**config.mk**
```make
export PLATFORM = sky130hd
export DESIGN_NAME = adc_conversion_sequencer
export DESIGN_NICKNAME = d
export VERILOG_FILES = /design/src/adc_seq_pkg.sv /design/src/conv_clock_gen.sv /design/src/channel_decode.sv /design/src/adc_conversion_sequencer.sv
export SDC_FILE = /design/constraint.sdc
export NUM_CORES = 1
export LEC_CHECK = 0
export ABC_CLOCK_PERIOD_IN_PS = 2500
export BUFFER_PORTS_ARGS = -buffer_cell sky130_fd_sc_hd__buf_2
export CAP_MARGIN = 5
export CORE_MARGIN = 2
export CORE_UTILIZATION = 52
export DETAILED_ROUTE_END_ITERATION = 7
export PLACE_DENSITY_LB_ADDON = 0.12
export SETUP_SLACK_MARGIN = 0.3
export SLEW_MARGIN = 20
export SYNTH_ARGS = -nofsm -noshare
export SYNTH_HDL_FRONTEND = slang
export SYNTH_HIERARCHICAL = 1
export SYNTH_SLANG_ARGS = --single-unit
```
**constraint.sdc**
```tcl
create_clock -name mclk -period 2.5 [get_ports mclk]
set_clock_uncertainty 0.05 [all_clocks]
set_input_delay 0.125 -clock mclk [delete_from_list [all_inputs] [get_ports mclk]]
set_output_delay 0.125 -clock mclk [all_outputs]
set_load 0.02 [all_outputs]
```
**src/adc_seq_pkg.sv**
```systemverilog
// constants, types and decode helpers for the converter sequencer
// assumes a single 100 MHz clock that also stands in for the oscillator
`default_nettype none
package adc_seq_pkg;

    // ==========================================
    // register map
    localparam logic [2:0] OFF_CTRL_A = 3'h0;
    localparam logic [2:0] OFF_CTRL_B = 3'h1;
    localparam logic [2:0] OFF_RES_HI = 3'h2;
    localparam logic [2:0] OFF_RES_LO = 3'h3;
    localparam logic [2:0] OFF_FLAG = 3'h4;
    localparam logic [2:0] OFF_IRQ_EN = 3'h5;

    localparam int BIT_ON = 0;
    localparam int BIT_GO = 1;
    localparam int CHAN_LSB = 2;
    localparam int CLKSEL_LSB = 4;

    localparam logic [9:0] RESULT_RESET = 10'h000;

    // ==========================================
    // timing
    localparam logic [1:0] INSTR_LAST = 2'h3;
    localparam logic [3:0] CONV_TAD_LAST = 4'ha;
    localparam logic [3:0] ABORT_TAD_LAST = 4'h1;
    localparam logic [3:0] RC_DIV_LAST = 4'hf;
    localparam int NUM_CHAN = 21;
    localparam int NUM_INTERNAL = 13;

    typedef enum logic [1:0] {
        ST_IDLE,
        ST_RC_DELAY,
        ST_CONVERT,
        ST_ABORT_WAIT
    } seq_state_e;

    // ==========================================
    // clock select decode
    function automatic logic is_rc_clock(input logic [2:0] sel);
        return sel[1:0] == 2'h3;
    endfunction

    // last count of the oscillator divider, zero where no divider applies
    function automatic logic [6:0] div_last(input logic [2:0] sel);
        case (sel)
            3'h1: return 7'h07;
            3'h5: return 7'h0f;
            3'h2: return 7'h1f;
            3'h6: return 7'h3f;
            default: return 7'h00;
        endcase
    endfunction

endpackage
`default_nettype wire

```
**src/conv_clock_gen.sv**
```systemverilog
// conversion bit-period tick generator
// assumes run is held for the whole conversion and its abort wait
`timescale 1ns/10ps
`default_nettype none
module conv_clock_gen
    import adc_seq_pkg::*;
(
    input wire logic mclk,
    input wire logic rst,
    input wire logic run,
    input wire logic [2:0] clk_sel,
    output logic tad_tick
);

    typedef struct packed {
        logic [6:0] cnt;
        logic [3:0] rc_cnt;
        logic tick;
    } gen_s;

    gen_s r_reg, r_next;

    // ==========================================
    // dividers
    always_comb begin
        r_next = r_reg;
        // rc divider runs free so its rate ignores the system select
        r_next.rc_cnt = r_reg.rc_cnt + 4'h1;
        r_next.tick = 1'b0;
        if (!run) begin
            r_next.cnt = 7'h00;
        end else if (is_rc_clock(clk_sel)) begin
            r_next.tick = r_reg.rc_cnt == RC_DIV_LAST;
        end else if (div_last(clk_sel) != 7'h00) begin
            // reserved selects never tick, so a conversion on them stalls
            if (r_reg.cnt == div_last(clk_sel)) begin
                r_next.cnt = 7'h00;
                r_next.tick = 1'b1;
            end else begin
                r_next.cnt = r_reg.cnt + 7'h01;
            end
        end
    end

    always_ff @(posedge mclk) begin
        if (rst) begin
            r_reg <= '0;
        end else begin
            r_reg <= r_next;
        end
    end

    assign tad_tick = r_reg.tick;

endmodule // conv_clock_gen
`default_nettype wire

```
**src/channel_decode.sv**
```systemverilog
// channel code to one-hot analog mux select
// assumes the caller registers the result before it leaves the block
`timescale 1ns/10ps
`default_nettype none
module channel_decode
    import adc_seq_pkg::*;
#(
    parameter bit SMALL_PACKAGE = 1'b0
)
(
    input wire logic [4:0] code,
    output logic [NUM_CHAN-1:0] sel
);

    // ==========================================
    // decode
    always_comb begin
        sel = '0;
        for (int i = 0; i < NUM_INTERNAL; i++) begin
            if (code == 5'(i)) begin
                sel[i] = 1'b1;
            end
        end
        for (int j = 0; j < 8; j++) begin
            // the two top pins are not bonded out on the small package
            if (code == 5'(16 + j) && !(SMALL_PACKAGE && j >= 6)) begin
                sel[NUM_INTERNAL + j] = 1'b1;
            end
        end
        // codes 13-15 and 24 up match nothing above: no source
    end

endmodule // channel_decode
`default_nettype wire

```
**src/adc_conversion_sequencer.sv**
```systemverilog
// sequencer for a ten-bit successive approximation converter
// assumes a same-clock register port and core sleep level, and an
// asynchronous comparator output from the analog block
`timescale 1ns/10ps
`default_nettype none
module adc_conversion_sequencer
    import adc_seq_pkg::*;
#(
    parameter bit SMALL_PACKAGE = 1'b0
)
(
    input wire logic mclk,
    input wire logic rst,
    input wire logic [2:0] addr,
    input wire logic [7:0] wr_data,
    input wire logic wr_en,
    input wire logic rd_en,
    output logic [7:0] rd_data,
    input wire logic sleep_active,
    input wire logic cmp_in,
    output logic analog_power_on,
    output logic sample_hold_en,
    output logic [9:0] sar_trial,
    output logic [NUM_CHAN-1:0] chan_sel,
    output logic conv_done_flag,
    output logic wake_req
);

    typedef struct packed {
        seq_state_e state;
        logic converter_on;
        logic [4:0] channel_select;
        logic [2:0] conv_clock_select;
        logic conv_done_flag;
        logic conv_done_irq_enable;
        logic [9:0] result;
        logic [9:0] trial;
        logic [3:0] tad_cnt;
        logic [1:0] instr_cnt;
        logic sleep_off;
        logic wake;
        logic hold_en;
        logic power;
        logic [NUM_CHAN-1:0] mux;
        logic [7:0] rdata;
        logic cmp_meta;
        logic cmp_sync;
    } seq_s;

    seq_s r_reg, r_next;

    logic tad_tick;
    logic tick_run;
    logic [NUM_CHAN-1:0] mux_dec;

    // ==========================================
    // helpers
    conv_clock_gen i_conv_clock_gen (
        .mclk(mclk),
        .rst(rst),
        .run(tick_run),
        .clk_sel(r_reg.conv_clock_select),
        .tad_tick(tad_tick)
    );

    channel_decode #(
        .SMALL_PACKAGE(SMALL_PACKAGE)
    ) i_channel_decode (
        .code(r_reg.channel_select),
        .sel(mux_dec)
    );

    assign tick_run = (r_reg.state == ST_CONVERT) || (r_reg.state == ST_ABORT_WAIT);

    // ==========================================
    // next state
    logic wr_a;
    logic go_wr;
    logic on_wr;
    logic busy;
    logic abort;
    logic [3:0] bit_idx;

    always_comb begin
        r_next = r_reg;
        r_next.wake = 1'b0;
        r_next.rdata = 8'h00;
        r_next.cmp_meta = cmp_in;
        r_next.cmp_sync = r_reg.cmp_meta;
        wr_a = wr_en && (addr == OFF_CTRL_A);
        go_wr = wr_data[BIT_GO];
        on_wr = wr_data[BIT_ON];
        busy = (r_reg.state == ST_RC_DELAY) || (r_reg.state == ST_CONVERT);
        abort = 1'b0;
        bit_idx = CONV_TAD_LAST - r_reg.tad_cnt;

        // ---- register reads, data one cycle later
        if (rd_en) begin
            case (addr)
                OFF_CTRL_A: begin
                    r_next.rdata = {1'b0, r_reg.channel_select, busy,
                                    r_reg.converter_on};
                end
                OFF_CTRL_B: begin
                    r_next.rdata = {1'b0, r_reg.conv_clock_select, 4'h0};
                end
                OFF_RES_HI: begin
                    r_next.rdata = {6'h00, r_reg.result[9:8]};
                end
                OFF_RES_LO: begin
                    r_next.rdata = r_reg.result[7:0];
                end
                OFF_FLAG: begin
                    r_next.rdata = {7'h00, r_reg.conv_done_flag};
                end
                OFF_IRQ_EN: begin
                    r_next.rdata = {7'h00, r_reg.conv_done_irq_enable};
                end
                default: begin
                    r_next.rdata = 8'h00;
                end
            endcase
        end

        // ---- register writes
        if (wr_a) begin
            r_next.converter_on = on_wr;
            r_next.channel_select = wr_data[CHAN_LSB +: 5];
        end
        if (wr_en && addr == OFF_CTRL_B) begin
            r_next.conv_clock_select = wr_data[CLKSEL_LSB +: 3];
        end
        if (wr_en && addr == OFF_FLAG) begin
            r_next.conv_done_flag = wr_data[0];
        end
        if (wr_en && addr == OFF_IRQ_EN) begin
            r_next.conv_done_irq_enable = wr_data[0];
        end

        // ---- abort causes while busy
        if (busy) begin
            if (wr_a && (!go_wr || !on_wr)) begin
                abort = 1'b1;
            end
            if (sleep_active && !is_rc_clock(r_reg.conv_clock_select)) begin
                abort = 1'b1;
                r_next.sleep_off = 1'b1;
            end
        end

        // ---- sequencer
        case (r_reg.state)
            ST_IDLE: begin
                // the on bit must already be set before this write; a go in
                // the same write that powers up is ignored
                if (wr_a && go_wr && on_wr && r_reg.converter_on) begin
                    r_next.tad_cnt = 4'h0;
                    r_next.instr_cnt = 2'h0;
                    r_next.trial = 10'h000;
                    if (is_rc_clock(r_reg.conv_clock_select)) begin
                        r_next.state = ST_RC_DELAY;
                    end else begin
                        r_next.state = ST_CONVERT;
                    end
                end
            end
            ST_RC_DELAY: begin
                if (abort) begin
                    r_next.state = ST_ABORT_WAIT;
                    r_next.tad_cnt = 4'h0;
                end else if (r_reg.instr_cnt == INSTR_LAST) begin
                    r_next.state = ST_CONVERT;
                end else begin
                    r_next.instr_cnt = r_reg.instr_cnt + 2'h1;
                end
            end
            ST_CONVERT: begin
                if (abort) begin
                    // partial trial is dropped, result stays as it was
                    r_next.state = ST_ABORT_WAIT;
                    r_next.tad_cnt = 4'h0;
                    r_next.trial = 10'h000;
                end else if (tad_tick) begin
                    if (r_reg.tad_cnt == 4'h0) begin
                        // first period takes the hold, then trial bit 9
                        r_next.trial = 10'h200;
                    end else begin
                        r_next.trial[bit_idx] = r_reg.cmp_sync;
                        if (bit_idx != 4'h0) begin
                            r_next.trial[bit_idx - 4'h1] = 1'b1;
                        end
                    end
                    if (r_reg.tad_cnt == CONV_TAD_LAST) begin
                        r_next.state = ST_IDLE;
                        r_next.result = {r_reg.trial[9:1], r_reg.cmp_sync};
                        r_next.conv_done_flag = 1'b1;
                        r_next.trial = 10'h000;
                        if (sleep_active) begin
                            if (r_reg.conv_done_irq_enable) begin
                                r_next.wake = 1'b1;
                            end else begin
                                r_next.sleep_off = 1'b1;
                            end
                        end
                    end else begin
                        r_next.tad_cnt = r_reg.tad_cnt + 4'h1;
                    end
                end
            end
            ST_ABORT_WAIT: begin
                if (tad_tick) begin
                    if (r_reg.tad_cnt == ABORT_TAD_LAST) begin
                        r_next.state = ST_IDLE;
                    end else begin
                        r_next.tad_cnt = r_reg.tad_cnt + 4'h1;
                    end
                end
            end
            default: begin
                r_next.state = ST_IDLE;
            end
        endcase

        // power-down from sleep lasts only while the core sleeps
        if (!sleep_active) begin
            r_next.sleep_off = 1'b0;
        end
        // converter off also ends any busy phase; checked after the case
        if (!r_next.converter_on) begin
            r_next.state = ST_IDLE;
            r_next.trial = 10'h000;
        end

        // ---- analog controls, registered
        r_next.power = r_next.converter_on && !r_next.sleep_off;
        // acquiring whenever powered and idle, so tracking resumes after abort
        r_next.hold_en = r_next.power && (r_next.state == ST_IDLE);
        r_next.mux = r_next.power ? mux_dec : '0;
    end

    // ==========================================
    // state register
    always_ff @(posedge mclk) begin
        if (rst) begin
            r_reg <= '0;
            r_reg.state <= ST_IDLE;
            r_reg.result <= RESULT_RESET;
        end else begin
            r_reg <= r_next;
        end
    end

    // ==========================================
    // outputs
    assign rd_data = r_reg.rdata;
    assign analog_power_on = r_reg.power;
    assign sample_hold_en = r_reg.hold_en;
    assign sar_trial = r_reg.trial;
    assign chan_sel = r_reg.mux;
    assign conv_done_flag = r_reg.conv_done_flag;
    assign wake_req = r_reg.wake;

endmodule // adc_conversion_sequencer
`default_nettype wire

```
==> impl_results.md <==
* Worst vdd ir at 0.000249 V
* Hold crit path type: in -> reg
* Post-Syn Area at 4600 sq um
* First-pass GRT wire length at 16.3 mm
* Synth cell types at 70
* Die ar. at 9610 sq um
* Share of layout cells above drive strength 1 at 27.3%
* Final Max Tran Viols at 0
* Max-Cap Viols at 0
* Post-Synthesis Mean Instance Area at 8.66 sq um
* Starting DRT DRC Count at 128
* TritonCTS clock tree: done
* Total wire length at 10.2 mm
* CTS HTree Levels at 3
* Worst EP arrival at 2.48 ns
* Initial antenna violation count at 0
* Layout area overhead at 14.4%
* CTS Buf Count at 9
* Core area at 8640 sq um
* Largest area contributor in the netlist: dfxtp_1
* Final hold vios at 0
* GR Util All Layers at 21.0%
* Syn Nets at 567
* Crit end category: register
* DRT antenna net count at 0
* Largest net degree at the start of global routing at 40
* Clock Path Buffers at 2
* DR vias/cell at 5.38
* Share of the synthesized area in the top cell type at between 30% and 40%
* Antenna cells at 0
* Skew-Pair Late Insertion Delay at about 0.35 ns
* GPL Wtd Cong at 0.937
* Min cycle time layout at 2.28 ns
* Global route overflow at 0
* Clk sinks at 86
* Fraction of registers with async set/reset at 0%
* Row count at 34
* Drt drc at 0
* Nets at 607
* Vias in the first global route at 3449
* Final Cycle Share at slightly above 90%
* Lkg Pwr at 0.00221 uW
* DP HPWL at 7.24 mm
* RSZ-0062 raised after global routing: true
* WS Path Type: reg -> reg
* Placed inst area at around 4700 sq um
* YS warnings at 6
* CP max FO at 6
* Top_reg_cell synth: dfxtp_1
* Starting density of the core at 53.3%
* Total negative slack at 0 ns
* Reg clk slew, reported paths at ~0.090 ns
* Max-slew headroom at between 40% and 50%
* Routed len/inst at between 10 and 15 um
* Ports at 60
* Detailed Routing Iterations Pass 1 at 4
* Area contributors post-synth: dfxtp_1 37%, buf_4 6.4%, nor2_1 5.4%, ha_1 5.2%, mux2i_1 5.0%
* Worst-Margin Slew at 0.758 ns
* Register bit total from synthesis at 86
* Endpoints failing setup at 0
* Sequential share of the synthesized area at 37.4%
* Final instance area at 5260 sq um
* Die X at 98.0 um
* Max reg flops at 30
* CP required at 2.70 ns
* Post-synth EDFFs at 0
* Max Freq at 439 MHz
* Post-Synthesis Cells at 531
* Outcome: completed
* Via count at 3676
* Die height at slightly below 100 um
* Crit start category: register
* Clk Tree Root Cell: clkbuf_8
* PwrDens at 492 nW/um^2
* PortBufs at 58
[cells in the mapped netlist, drive strengths merged (3+ instances only)]
cell type and instances:
a21oi 36, a22oi 5, a31oi 5, a32oi 3
and2 27, and3 8, buf 45, clkbuf 17
dfxtp 86, ha 19, inv 14, mux2 7
mux2i 23, nand2 42, nand2b 5, nand3 12
nand3b 3, nand4b 3, nor2 66, nor2b 12
nor3 7, nor4bb 3, o211ai 3, o21ai 19
o21bai 3, or3 5, or3b 5, xnor2 5
xor2 5
[timing repair]
item | in CTS | in global routing
resized for setup | 9 | 28
endpoints found under the hold margin | 8 | 0
endpoints found under the setup margin | 44 | 42
pin swaps | 6 | 22
hold buffers | 6 | 0
setup buffers | 4 | 6
gates cloned | 2 | 1
[cells in the final DEF (no fill, tap or decap), types with 16 or more instances in the layout]
| cell | Yosys | final |
|---|---|---|
| mux2i_1 | 23 | 23 |
| buf_2 | 3 | 58 |
| ha_1 | 19 | 16 |
| nand2_1 | 42 | 40 |
| and2_1 | 26 | 19 |
| nor2_1 | 66 | 66 |
| o21ai_0 | 17 | 16 |
| a21oi_1 | 35 | 30 |
| buf_4 | 39 | 23 |
| dfxtp_1 | 86 | 81 |
[metal layers]
layer	GRT usage, %	share of wire, %	up-vias
li1	-	-	1886
met1	25.5	45	1714
met2	37.7	51	62
met3	4.29	3.2	14
met4	5.77	1.1	0
met5	0	0	-
[area by class of cell]
cell class | instances | area (sq um)
clock buffer | 9 | 124
clock inverter | 6 | 92.6
fill | 791 | 3370
inverter | 14 | 52.6
multi-input combinational | 372 | 2580
sequential | 86 | 1740
tap | 108 | 135
timing repair buffer | 88 | 543
[cells by family after synthesis]
logic type | count (synthesis) | share of synthesized area [%]
buf+inv | 76 | 9.96
flops | 86 | 37.4
fa+ha+maj | 19 | 5.17
xor+xnor | 10 | 1.90
compound gates | 98 | 14.2
simple gates | 212 | 24.6
mux | 30 | 6.72
[metrics by stage]
| step | hold WS, ns | std cells | total power [uW] | setup WS [ns] | utilization, % |
|---|---|---|---|---|---|
| 6_report | 0.0145 | 683 | 2590 | 0.222 | 61.0 |
| 5_1_grt | 0.0309 | 683 | 2680 | 0.158 | 61.0 |
| 4_1_cts | 0.0112 | 676 | 2620 | 0.204 | 59.1 |
| 3_5_place_dp | 0.302 | 649 | 1520 | 0.144 | 55.0 |
| 3_3_place_gp | 0.297 | 649 | 1520 | 0.178 | 55.0 |
| 2_1_floorplan | 0.142 | 531 | 1490 | 0.266 | - |
[power by group]
part | internal (uW) | switching (uW) | total, uW | leakage [uW]
clock network | 565 | 518 | 1080 | 0.000102
registers | 1380 | 12.0 | 1390 | 0.000698
logic | 48.8 | 67.6 | 116 | 0.00141
[path summary, 6_finish.rpt]
kind                               end                       from  slack [ns]  depth (start not counted)
max                     sample_hold_en                  r_reg[72]        0.22                          9
max reg2reg             sample_hold_en                  r_reg[72]        0.22                          9
min                          r_reg[63]                 wr_data[4]        0.01                          3
min reg2reg  i_conv_clock_gen/r_reg[1]  i_conv_clock_gen/r_reg[1]        0.40                          1
[worst max-delay path, cell delays in order, from the launching register on]
cell and delay (ns):
dfxtp_2 0.34, inv_2 0.06, ha_4 0.24, a21boi_4 0.14, a32o_2 0.23, or4_4 0.51, o21ai_4 0.19, buf_12 0.15
a21oi_4 0.09, and3_1 0.18
(Power assumes the default switching activity.)
